### config.mk
export PLATFORM = sky130hd
export DESIGN_NAME = trs_top
export DESIGN_NICKNAME = d
export VERILOG_FILES = /design/src/rtl/trs_pkg.sv /design/src/rtl/trs_sync_if.sv /design/src/rtl/trs_pin_sync.sv /design/src/rtl/trs_top.sv
export VERILOG_INCLUDE_DIRS = /design/src /design/src/rtl
export SDC_FILE = /design/constraint.sdc
export NUM_CORES = 1
export LEC_CHECK = 0
export BUFFER_PORTS_ARGS = -buffer_cell sky130_fd_sc_hd__buf_4
export CORE_ASPECT_RATIO = 0.5
export CORE_MARGIN = 5
export CORE_UTILIZATION = 46
export DETAILED_ROUTE_END_ITERATION = 16
export HOLD_SLACK_MARGIN = 0.1
export PLACE_DENSITY_LB_ADDON = 0.1
export SYNTH_ARGS = -nofsm -noshare
export SYNTH_HDL_FRONTEND = slang
export SYNTH_SLANG_ARGS = --single-unit
### constraint.sdc
create_clock -name aclk -period 1.76 [get_ports aclk]
set_clock_uncertainty 0.1 [all_clocks]
set_input_delay 0.088 -clock aclk [delete_from_list [all_inputs] [get_ports aclk]]
set_output_delay 0.088 -clock aclk [all_outputs]
set_load 0.005 [all_outputs]
### src/rtl/trs_cfg.svh
`ifndef TRS_CFG_SVH
`define TRS_CFG_SVH

// ----------------------------------------
// Timing
// ----------------------------------------
`define TRS_CLK_NS 100
`define TRS_REL_NS 250000
// Slightly more than the release time: round up, then one cycle extra
`define TRS_REL_CYC ((`TRS_REL_NS + `TRS_CLK_NS - 1) / `TRS_CLK_NS + 1)
`define TRS_POR_CYC_DEF 10000

// ----------------------------------------
// Register offsets
// ----------------------------------------
`define TRS_OFF_CTRL 4'h0
`define TRS_OFF_CMD 4'h4
`define TRS_OFF_STAT 4'h8
`define TRS_OFF_MASK 4'hc

// ----------------------------------------
// Field positions and reset values
// ----------------------------------------
`define TRS_CTRL_SENS 0
`define TRS_CTRL_PMODE 1
`define TRS_CTRL_SLEEP 2
`define TRS_CTRL_GAIN_LO 4
`define TRS_CMD_SOFT 0
`define TRS_ST_TXRDY 0
`define TRS_ST_RXTH 1
`define TRS_ST_OVF 2
`define TRS_ST_EXT 3
`define TRS_ST_WAKE 4
`define TRS_ST_LOWV 5
`define TRS_ST_POR 6
`define TRS_ST_INRST 8
`define TRS_ST_PIN 9
`define TRS_NEV 7
`define TRS_MASK_RST 7'h7f
`define TRS_STAT_RST 7'h40

`endif

### src/rtl/trs_pkg.sv
package trs_pkg;
    // Reset sequencer states, one-hot
    typedef enum logic [3:0] {
        ST_POR = 4'b0001,
        ST_HELD = 4'b0010,
        ST_REL = 4'b0100,
        ST_RUN = 4'b1000
    } trs_state_t;

    // Input amplifier gain steps, 0 dB down to -20 dB
    typedef enum logic [1:0] {
        GAIN_MAX = 2'h0,
        GAIN_STEP1 = 2'h1,
        GAIN_STEP2 = 2'h2,
        GAIN_MIN = 2'h3
    } trs_gain_t;
endpackage

### src/rtl/trs_sync_if.sv
`timescale 1ns/1ns
// Raw pin levels in, filtered levels out
interface trs_sync_if #(parameter int W = 3);
    logic [W-1:0] raw;
    logic [W-1:0] clean;
    modport sync (input raw, output clean);
    modport user (output raw, input clean);
endinterface

### src/rtl/trs_pin_sync.sv
`timescale 1ns/1ns
module trs_pin_sync
    import trs_pkg::*;
#(
    parameter int W = 3,
    parameter logic [W-1:0] INIT = '0
) (
    // Clock and reset
    input wire logic aclk,
    input wire logic aresetn,
    // Pin levels
    trs_sync_if.sync sif
);
    logic [W-1:0] s1_reg; // First stage, read only by s2
    logic [W-1:0] s2_reg;
    logic [W-1:0] s3_reg;
    logic [W-1:0] out_reg;
    logic [W-1:0] out_next;

    // A change counts only once stages two and three agree, bit by bit,
    // so one pin still settling never holds back the others
    assign out_next = ((s2_reg ^ s3_reg) & out_reg) | (~(s2_reg ^ s3_reg) & s3_reg);

    // ----------------------------------------
    // Three-flop chain
    // ----------------------------------------
    always_ff @(posedge aclk) begin
        if (!aresetn) begin
            s1_reg <= INIT;
            s2_reg <= INIT;
            s3_reg <= INIT;
            out_reg <= INIT;
        end else begin
            s1_reg <= sif.raw;
            s2_reg <= s1_reg;
            s3_reg <= s2_reg;
            out_reg <= out_next;
        end
    end

    assign sif.clean = out_reg;
endmodule

### src/rtl/trs_top.sv
`timescale 1ns/1ns
`include "trs_cfg.svh"

// Summary of operation
// - Reset pin held low keeps device reset
// - Stay reset slightly over 0.25 ms after release
// - Open-drain pin pulled low during power-on
// - Commands refused while any reset runs
// - Power-on, glitch, software, pin all reset
// - Software command gives short 0.25 ms reset
// - Software reset only in sensitive mode
// - Low external interrupt raises host interrupt
// - Cause sits in status low seven bits
// - External interrupt low wakes from sleep
// - Pin alternatively outputs data-valid indicator
// - Four gain steps, 0 to -20 dB
// - Active-low interrupt on seven event kinds
module trs_top
    import trs_pkg::*;
#(
    parameter int unsigned POR_CYCLES = `TRS_POR_CYC_DEF
) (
    // Clock and reset
    input wire logic aclk,
    input wire logic aresetn,
    // AXI4-Lite write address
    input wire logic [3:0] s_axi_awaddr,
    input wire logic s_axi_awvalid,
    output logic s_axi_awready,
    // AXI4-Lite write data
    input wire logic [31:0] s_axi_wdata,
    input wire logic [3:0] s_axi_wstrb,
    input wire logic s_axi_wvalid,
    output logic s_axi_wready,
    // AXI4-Lite write response
    output logic [1:0] s_axi_bresp,
    output logic s_axi_bvalid,
    input wire logic s_axi_bready,
    // AXI4-Lite read address
    input wire logic [3:0] s_axi_araddr,
    input wire logic s_axi_arvalid,
    output logic s_axi_arready,
    // AXI4-Lite read data
    output logic [31:0] s_axi_rdata,
    output logic [1:0] s_axi_rresp,
    output logic s_axi_rvalid,
    input wire logic s_axi_rready,
    // Open-drain reset pin
    input wire logic rst_pin_n_in,
    output logic rst_pin_n_out,
    output logic rst_pin_n_oe,
    // Dual-purpose interrupt / data-valid pin
    input wire logic ext_irq_or_valid_pin_in,
    output logic ext_irq_or_valid_pin_out,
    output logic ext_irq_or_valid_pin_oe,
    // Analog supply glitch detector, asynchronous
    input wire logic supply_glitch,
    // Internal event pulses, same clock
    input wire logic tx_buf_ready,
    input wire logic rx_threshold,
    input wire logic fifo_ovf_unf,
    input wire logic wake_timeout,
    input wire logic low_supply,
    input wire logic data_valid_indicator,
    // Interrupts
    output logic host_irq_line_n,
    output logic irq,
    // Device state
    output logic device_in_reset,
    output logic sleep_active,
    output trs_gain_t input_amplifier_gain
);
    // ----------------------------------------
    // Constants
    // ----------------------------------------
    localparam logic [13:0] REL_CNT = 14'(`TRS_REL_CYC - 1);
    localparam logic [13:0] POR_CNT = 14'(POR_CYCLES - 1);
    localparam int NEV = `TRS_NEV;

    // ----------------------------------------
    // Pin synchroniser
    // ----------------------------------------
    trs_sync_if #(.W(3)) sif ();
    logic rst_pin_s; // Filtered reset pin level
    logic int_pin_s; // Filtered dual pin level
    logic glitch_s; // Filtered glitch flag

    assign sif.raw = {supply_glitch, ext_irq_or_valid_pin_in, rst_pin_n_in};

    // Idle levels: pins high, glitch clear
    trs_pin_sync #(.W(3), .INIT(3'h3)) u_sync (
        .aclk(aclk),
        .aresetn(aresetn),
        .sif(sif)
    );

    assign rst_pin_s = sif.clean[0];
    assign int_pin_s = sif.clean[1];
    assign glitch_s = sif.clean[2];

    // ----------------------------------------
    // Register state
    // ----------------------------------------
    trs_state_t state_reg; // Reset sequencer
    trs_state_t state_next;
    logic [13:0] cnt_reg; // Release and power-on counter
    logic [13:0] cnt_next;
    logic sens_reg; // Sensitive reset mode
    logic pmode_reg; // 1: pin is data-valid output
    logic sleep_reg; // Sleep requested
    trs_gain_t gain_reg; // Amplifier step
    logic [NEV-1:0] stat_reg; // Sticky causes
    logic [NEV-1:0] stat_next;
    logic [NEV-1:0] mask_reg; // Interrupt enables
    logic int_prev_reg; // For falling edge of dual pin

    // AXI state
    logic aw_full_reg;
    logic [3:0] aw_addr_reg;
    logic w_full_reg;
    logic [31:0] w_data_reg;
    logic [3:0] w_strb_reg;
    logic bvalid_reg;
    logic [1:0] bresp_reg;
    logic arready_reg;
    logic rvalid_reg;
    logic [31:0] rdata_reg;
    logic [1:0] rresp_reg;

    // ----------------------------------------
    // Decode
    // ----------------------------------------
    // Decide whether an offset names a register
    function automatic logic is_mapped(input logic [3:0] a);
        is_mapped = (a == `TRS_OFF_CTRL) || (a == `TRS_OFF_CMD) ||
                    (a == `TRS_OFF_STAT) || (a == `TRS_OFF_MASK);
    endfunction

    wire in_reset = (state_reg != ST_RUN);
    wire aw_hs = s_axi_awvalid & s_axi_awready;
    wire w_hs = s_axi_wvalid & s_axi_wready;
    wire ar_hs = s_axi_arvalid & s_axi_arready;
    wire wr_go = aw_full_reg & w_full_reg & ~bvalid_reg;
    // Writes during any reset are dropped and answered SLVERR
    wire wr_ok = wr_go & is_mapped(aw_addr_reg) & ~in_reset;
    wire wr_ctrl = wr_ok & (aw_addr_reg == `TRS_OFF_CTRL) & w_strb_reg[0];
    wire wr_cmd = wr_ok & (aw_addr_reg == `TRS_OFF_CMD) & w_strb_reg[0];
    wire wr_mask = wr_ok & (aw_addr_reg == `TRS_OFF_MASK) & w_strb_reg[0];
    // Software reset honoured only in sensitive mode
    wire soft_req = wr_cmd & w_data_reg[`TRS_CMD_SOFT] & sens_reg;
    wire rd_stat = ar_hs & (s_axi_araddr == `TRS_OFF_STAT);

    // ----------------------------------------
    // Events
    // ----------------------------------------
    // Dual pin as interrupt input only when not the data-valid output
    wire int_mode = ~pmode_reg;
    wire ext_fall = int_mode & int_prev_reg & ~int_pin_s;
    wire wake_req = int_mode & ~int_pin_s & sleep_reg;
    wire por_done = (state_reg == ST_POR) & (cnt_reg == POR_CNT);
    wire [NEV-1:0] ev_set = {
        por_done,
        low_supply,
        wake_timeout,
        ext_fall,
        fifo_ovf_unf,
        rx_threshold,
        tx_buf_ready
    };
    // Read clears; a simultaneous event survives the clear
    assign stat_next = (stat_reg & ~({NEV{rd_stat}})) | ev_set;
    wire irq_any = |(stat_reg & mask_reg);

    // ----------------------------------------
    // Reset sequencer
    // ----------------------------------------
    // Any hard source (pin low or glitch) parks the device in HELD
    wire hard_src = ~rst_pin_s | glitch_s;
    wire rel_done = (cnt_reg == REL_CNT);

    always_comb begin
        state_next = state_reg;
        cnt_next = cnt_reg + 14'h1;
        unique case (state_reg)
            ST_POR: begin
                // Pin pulled low by us for the whole power-on time
                if (por_done) begin
                    state_next = ST_HELD;
                end
            end
            ST_HELD: begin
                // Wait for the pin to rise and the supply to settle
                cnt_next = 14'h0;
                if (!hard_src) begin
                    state_next = ST_REL;
                end
            end
            ST_REL: begin
                if (hard_src) begin
                    state_next = ST_HELD;
                    cnt_next = 14'h0;
                end else if (rel_done) begin
                    state_next = ST_RUN;
                end
            end
            ST_RUN: begin
                cnt_next = 14'h0;
                if (hard_src) begin
                    state_next = ST_HELD;
                end else if (soft_req) begin
                    state_next = ST_REL;
                end
            end
        endcase
    end

    // Sequencer flops; aresetn stands for power-on
    always_ff @(posedge aclk) begin
        if (!aresetn) begin
            state_reg <= ST_POR;
            cnt_reg <= 14'h0;
        end else begin
            state_reg <= state_next;
            cnt_reg <= cnt_next;
        end
    end

    // ----------------------------------------
    // Configuration registers
    // ----------------------------------------
    // Device reset returns configuration to defaults
    always_ff @(posedge aclk) begin
        if (!aresetn || in_reset) begin
            sens_reg <= 1'b0;
            pmode_reg <= 1'b0;
            sleep_reg <= 1'b0;
            gain_reg <= GAIN_MAX;
            mask_reg <= `TRS_MASK_RST;
        end else begin
            if (wr_ctrl) begin
                sens_reg <= w_data_reg[`TRS_CTRL_SENS];
                pmode_reg <= w_data_reg[`TRS_CTRL_PMODE];
                gain_reg <= trs_gain_t'(w_data_reg[`TRS_CTRL_GAIN_LO +: 2]);
            end
            // Wake wins over a write that would keep sleeping
            if (wake_req) begin
                sleep_reg <= 1'b0;
            end else if (wr_ctrl) begin
                sleep_reg <= w_data_reg[`TRS_CTRL_SLEEP];
            end
            if (wr_mask) begin
                mask_reg <= w_data_reg[NEV-1:0];
            end
        end
    end

    // Status survives device reset so the cause can be read later
    always_ff @(posedge aclk) begin
        if (!aresetn) begin
            stat_reg <= `TRS_STAT_RST;
            int_prev_reg <= 1'b1;
        end else begin
            stat_reg <= stat_next;
            int_prev_reg <= int_pin_s;
        end
    end

    // ----------------------------------------
    // Pin and status outputs
    // ----------------------------------------
    // All outputs but the tied-low rst_pin_n_out registered to keep pins glitch free
    always_ff @(posedge aclk) begin
        if (!aresetn) begin
            rst_pin_n_oe <= 1'b1;
            ext_irq_or_valid_pin_out <= 1'b0;
            ext_irq_or_valid_pin_oe <= 1'b0;
            host_irq_line_n <= 1'b1;
            irq <= 1'b0;
            device_in_reset <= 1'b1;
            sleep_active <= 1'b0;
            input_amplifier_gain <= GAIN_MAX;
        end else begin
            rst_pin_n_oe <= (state_next == ST_POR);
            ext_irq_or_valid_pin_out <= data_valid_indicator;
            ext_irq_or_valid_pin_oe <= pmode_reg & ~in_reset;
            host_irq_line_n <= ~irq_any;
            irq <= irq_any;
            device_in_reset <= (state_next != ST_RUN);
            sleep_active <= sleep_reg;
            input_amplifier_gain <= gain_reg;
        end
    end

    // Open drain: only ever drives low
    assign rst_pin_n_out = 1'b0;

    // ----------------------------------------
    // AXI4-Lite write channel
    // ----------------------------------------
    // Address and data taken in either order, one write at a time
    always_ff @(posedge aclk) begin
        if (!aresetn) begin
            aw_full_reg <= 1'b0;
            aw_addr_reg <= 4'h0;
            w_full_reg <= 1'b0;
            w_data_reg <= 32'h0;
            w_strb_reg <= 4'h0;
            bvalid_reg <= 1'b0;
            bresp_reg <= 2'h0;
        end else begin
            if (aw_hs) begin
                aw_full_reg <= 1'b1;
                aw_addr_reg <= {s_axi_awaddr[3:2], 2'h0};
            end
            if (w_hs) begin
                w_full_reg <= 1'b1;
                w_data_reg <= s_axi_wdata;
                w_strb_reg <= s_axi_wstrb;
            end
            if (wr_go) begin
                aw_full_reg <= 1'b0;
                w_full_reg <= 1'b0;
                bvalid_reg <= 1'b1;
                bresp_reg <= wr_ok ? 2'h0 : 2'h2;
            end else if (bvalid_reg && s_axi_bready) begin
                bvalid_reg <= 1'b0;
            end
        end
    end

    assign s_axi_awready = ~aw_full_reg;
    assign s_axi_wready = ~w_full_reg;
    assign s_axi_bvalid = bvalid_reg;
    assign s_axi_bresp = bresp_reg;

    // ----------------------------------------
    // AXI4-Lite read channel
    // ----------------------------------------
    // Read data mux
    wire [31:0] stat_word = {22'h0, int_pin_s, in_reset, 1'b0, stat_reg};
    wire [31:0] ctrl_word = {26'h0, gain_reg, 1'b0, sleep_reg, pmode_reg, sens_reg};
    wire [31:0] rd_mux =
        (s_axi_araddr == `TRS_OFF_CTRL) ? ctrl_word :
        (s_axi_araddr == `TRS_OFF_STAT) ? stat_word :
        (s_axi_araddr == `TRS_OFF_MASK) ? {25'h0, mask_reg} : 32'h0;

    // One read in flight; arready drops until the data is taken
    always_ff @(posedge aclk) begin
        if (!aresetn) begin
            arready_reg <= 1'b0;
            rvalid_reg <= 1'b0;
            rdata_reg <= 32'h0;
            rresp_reg <= 2'h0;
        end else if (ar_hs) begin
            arready_reg <= 1'b0;
            rvalid_reg <= 1'b1;
            rdata_reg <= rd_mux;
            rresp_reg <= is_mapped(s_axi_araddr) ? 2'h0 : 2'h2;
        end else if (rvalid_reg) begin
            if (s_axi_rready) begin
                rvalid_reg <= 1'b0;
                arready_reg <= 1'b1;
            end
        end else begin
            arready_reg <= 1'b1;
        end
    end

    assign s_axi_arready = arready_reg;
    assign s_axi_rvalid = rvalid_reg;
    assign s_axi_rdata = rdata_reg;
    assign s_axi_rresp = rresp_reg;
endmodule

# Word level (Yosys, flattened, before mapping)
# Index checks and enable logic that the tools add are counted.
word_totals:
  out_inout_bits: 51
  register_bits: 110
classes:
  muxes: 21
  n_eq_ne: 16
  n_reduce_logical: 17
  n_bitwise: 41
  n_addsub: 1
ops:
  columns: ["operator", "count"]
  rows:
  - ["14-bit one-hot mux with 2 select lines", 1]
  - ["4-bit 2-to-1 mux", 6]
  - ["1-bit AND", 22]
  - ["10-bit 2-to-1 mux", 2]
  - ["4-bit one-hot mux with 4 select lines", 1]
  - ["14-bit by 1-bit adder with 14-bit output, second input constant", 1]
  - ["7-bit AND", 2]
  - ["14-bit by 12-bit equality test with 1-bit output, second input constant", 1]
  - ["14-bit equality test, second input constant", 1]
  - ["14-bit 2-to-1 mux", 1]
  - ["4-bit equality test, second input constant", 3]
  - ["1-bit inverter", 9]
  - ["4-bit by 1-bit equality test with 1-bit output, second input constant", 2]
  - ["4-bit by 3-bit equality test with 1-bit output, second input constant", 2]
  - ["4-bit logical NOT", 2]
  - ["4-bit != test, second input constant", 2]
  - ["2-bit OR reduction", 4]
  - ["1-bit logical OR", 7]
  - ["1-bit 2-to-1 mux", 7]
  - ["7-bit 2-to-1 mux", 1]
  - ["7-bit inverter", 1]
  - ["7-bit OR", 1]
  - ["7-bit OR reduction", 1]
  - ["3-bit AND", 2]
  - ["12 further kinds", 14]

# Depth between registers and ports, before layout
depth:
  depth_word: 14
  mapped_depth: 7

# Hierarchy
# From an unflattened synthesis, not the netlist that was laid out.
unflattened:
  hier_cells: 382
  hier_area_um2: 3537.1
modules_own_cells:
  columns: ["module", "cells_per_inst", "n_inst", "seq_area_each_um2", "area_each_um2"]
  rows:
  - ["trs_top", 351, 1, 1461.4, 3181.8]
  - ["trs_pin_sync", 31, 1, 240.2, 355.3]

# Worst setup path after synthesis
# Ideal clock, no wire load.
synth_path:
  path_kind: "reg2reg"
  from: "register cnt_reg[0]"
  to: "register device_in_reset"
  setup_ns: 0.134
  path_buffers: 0
  period_less_slack_ns: 1.830
  path_stages_with_launch: 6
  arrival_ns: 1.596
  setup_slack_ns: -0.070
  path_cell_list: "dfxtp_1 ha_1 nand3_1 nor4_4 o21ai_2 or4_1"
synth_between:
  elab_chain_len: 5
  word_cells_on_any_way: 8
  classes_between: "eq/ne (3); mux (4); bitwise (1)"
synth_rtl:
  columns: ["item", "line", "text"]
  rows:
  - ["start: declaration", "trs_top.sv:106", "logic [13:0] cnt_reg;"]
  - ["start signal: assignment", "trs_top.sv:224", "cnt_reg <= cnt_next;"]
  - ["14-bit by 12-bit equality test with 1-bit output or 14-bit equality test (tied branches)", "trs_top.sv:179, trs_top.sv:160", null]
  - ["4-bit 2-to-1 mux or 1-bit AND (tied branches)", "trs_top.sv:202, trs_top.sv:160", null]
  - ["4-bit 2-to-1 mux (on tied branches)", "trs_top.sv:199, trs_top.sv:187", null]
  - ["4-bit one-hot mux with 4 select lines *", "trs_top.sv:184", "unique case (state_reg)"]
  - ["4-bit != test *", "trs_top.sv:288", "device_in_reset <= (state_next != ST_RUN);"]
  - ["end signal: assignment", "trs_top.sv:288", null]
  - ["end: declaration", "trs_top.sv:69", "output logic device_in_reset,"]
# Mark *: on every way between the ends. The rest lies on a longest branch, timed or not.
# A chain may end at the register's enable or synchronous reset.

# Worst setup path after layout
# Ends and elaborated chain as after synthesis.

==> metrics.yaml <==
outcome:
  status: "finished with violations"
  violations: "negative setup slack"
cts:
  clk_transition_reported_paths_ns: 0.06
  insertion_delay_ns: 0.33
  ctsLongestPathBuffers: 2
  clock-sinks: 85
  cts_buffers: 9
  tritoncts: "done"
  h-tree-depth: 3
  root_buffer: "clkbuf_16"
power:
  internal_power_mw: 3.392
  powerDensity_mw_per_mm2: 882.3
  p_switching_uw: 937.2
  p_comb_share_pct: 8.1
  seqPwrFrac_pct: 46.5
  swShare_pct: 21.65
  ir_drop_mv: 0.5132
  p_leak_nw: 2.131
  clkPwrFrac_pct: 45.4
  total_power_mw: 4.329
route:
  drt_wl_total_um: 8233
  num_vias: 2946
  wl_met3_um: 454
  drtIter0Drc: 95
  detail-route-antenna-nets: 0
  wire_per_inst_um: 13.77
  dr.max_layer_used: "met4"
  wl_met1_um: 3424
  drt_first_pass_iters: 4
  via_per_inst: 4.926
  drc: 0
  wl_met2_um: 4284
synthesis:
  synth.yosys.warnings: 0
  synthCells: 386
  ys_seq_area_share_pct: 47.57
  synth_area_mm2: 0.003577
  ys_seq_elements: 85
  synth.distinct_cells: 52
  synthArstFlopShare_pct: 0
  postSynthAreaPerCell_um2: 9.267
  synth-main-ff-cell: "dfxtp_1"
  synth-edff-count: 0
layout:
  final_nets: 559
  fin_util_pct: 66.01
  syn2layout_area_growth_pct: 37.15
  layout-drive-gt1-share_pct: 26.49
  n_antenna_cell: 0
  largest_reg_flops: 14
sta:
  worst_slew_pin_slew_ns: 0.5242
  fin_crit_sh_pct: 105.7
  timing.final.crit_period_ns: 1.860
  relSlewSlack_pct: 65.01
  max_freq_mhz: 537.7
  rsz0062_at_grt: "yes"
  fin_ws_ns: -0.09992
  finalSetupViolCount: 1
  hold_viol_final: 0
  slew_viol_final: 0
critical_path:
  r2r_end: "device_in_reset"
  worstPathArrival_ns: 1.97
  ff2ff_setup_slack_ns: -0.1
  path_class: "reg -> reg"
  cp_max_fo: 4
  r2r_cells: 6
  required_ns: 1.87
  rr_startpoint: "cnt_reg[0]"
  start_kind: "register"
  end_kind: "register"
placed_design:
  dpl.hpwl_um: 5804
  place_ws_ns: -0.3921
  globalplace.congestion: 0.8718
  portBuffers: 54
floorplan:
  coreArea_mm2: 0.007432
  rows: 22
  io_pins: 111
  die_area_mm2: 0.009747
  die_w_um: 134.7
  chipHeight_um: 72.36
  initial_core_util_pct: 48.13
grt:
  antenna_found_initial: 0
  overflow: 0
  grt_pass1_vias: 2914
  grt.total_usage_pct: 17.64
  grt_max_degree: 20
  grt_pass1_wl_um: 13650
min_path:
  hold_start: "s_axi_araddr[1]"
  hold_path_class: "in -> reg"
  holdPathEnd: "s_axi_rresp[1]"
  min_path_cells: 4
job:
  drv_cap: 0
[what timing repair did]
item,4_1_cts,5_1_grt
hold endpoints to repair,34,0
hold buffers,28,0
pin swaps,8,10
setup buffers,7,1
cloned,0,0
endpoints found under the setup margin,28,16
resized for setup,19,9
[cells by family (layout without fill, tap and decap cells)]
family	after synthesis	count (layout)	synth area share [%]
AOI/OAI and AO/OA	49	49	8.675
xor gates and xnor gates	14	14	3.428
adders and majority gates	2	2	0.6994
buffers and inverters	55	146	9.513
DFF	85	85	47.57
muxes	29	29	8.115
other	1	26	0.1048
and+or+nand+nor	151	151	21.90
[synth_stat cells (all sizes together), types with 4 or more instances]
master	instances	area, um^2
inv	11	41.29
nor3	9	50.05
nor2	66	255.2
nand2	21	81.33
nand2b	12	75.07
mux2i	29	290.3
a22oi	9	67.56
and2	11	71.32
xor2	6	52.55
o21ai	16	83.83
a21oi	13	65.06
nand3	12	65.06
dfxtp	85	1702
xnor2	8	70.07
buf	32	252.7
clkbuf	12	46.29
and3	4	25.02
[power by group through the flow]
| stage | clock (mW) | combinational, mW | sequential [mW] |
|---|---|---|---|
| after global placement | 0 | 0.273 | 2.05 |
| after floorplan | 0 | 0.184 | 2.05 |
| after CTS | 2.00 | 0.342 | 2.02 |
| final | 1.97 | 0.349 | 2.01 |
| after global routing | 2.09 | 0.389 | 2.02 |
| after detailed placement | 0 | 0.282 | 2.06 |
[layout make-up]
class / count / area (um^2)
clock buffer: 12 / 266.5
clock inverter: 4 / 53.80
fill: 626 / 2526
inverter: 11 / 41.29
multi-input combinational: 271 / 1732
sequential: 85 / 1713
tap: 96 / 120.1
timing repair buffer: 119 / 979.7
[through the flow]
| step | setup TNS [ns] | cell area [um^2] | std cells | hold slack [ns] |
|---|---|---|---|---|
| finish | -0.09992 | 4906 | 598 | 0.1261 |
| global route | -0.7051 | 4906 | 598 | 0.1693 |
| CTS | -0.1002 | 4851 | 597 | 0.1160 |
| detailed placement | -6.040 | 4168 | 548 | 0.1754 |
| global placement | -3.359 | 4168 | 548 | 0.1694 |
| floorplan | -0.04427 | 3671 | 411 | 0.08947 |
[cell usage in the layout (no fill, tap or decap), types with 3 or more instances in the layout]
master / count
a21oi_1: 13
a22oi_1: 9
and2_1: 10
and3_1: 4
buf_4: 89
clkbuf_16: 9
clkbuf_8: 3
conb_1: 26
dfxtp_1: 80
dfxtp_2: 3
dlygate4sd3_1: 28
inv_1: 9
mux2i_1: 29
nand2_1: 20
nand2b_1: 12
nand3_1: 9
nor2_1: 64
nor3_1: 6
o21ai_0: 12
xnor2_1: 8
xor2_1: 6
[worst max-delay path, stage by stage (launching register included)]
cell	delay, ns
dfxtp_2	0.34
buf_4	0.13
ha_4	0.15
nand3_4	0.07
nor4_4	0.34
o21ai_2	0.10
or4_1	0.51
[worst max-delay path by stage]
stage	from	endpoint	depth (start not counted)
5_1_grt	cnt_reg[0]	device_in_reset	7
3_5_place_dp	state_reg[2]	cnt_reg[8]	5
4_1_cts	cnt_reg[0]	device_in_reset	7
2_1_floorplan	state_reg[3]	device_in_reset	6
3_3_place_gp	state_reg[2]	cnt_reg[10]	5
6_report	cnt_reg[0]	device_in_reset	6
[routing by layer]
metal / up-vias / track usage (%)
li1: 1471 / -
met1: 1394 / 19.70
met2: 74 / 32.43
met3: 7 / 6.094
met4: 0 / 4.740
met5: - / 0
Note: power is estimated with default switching activity, not from simulation.
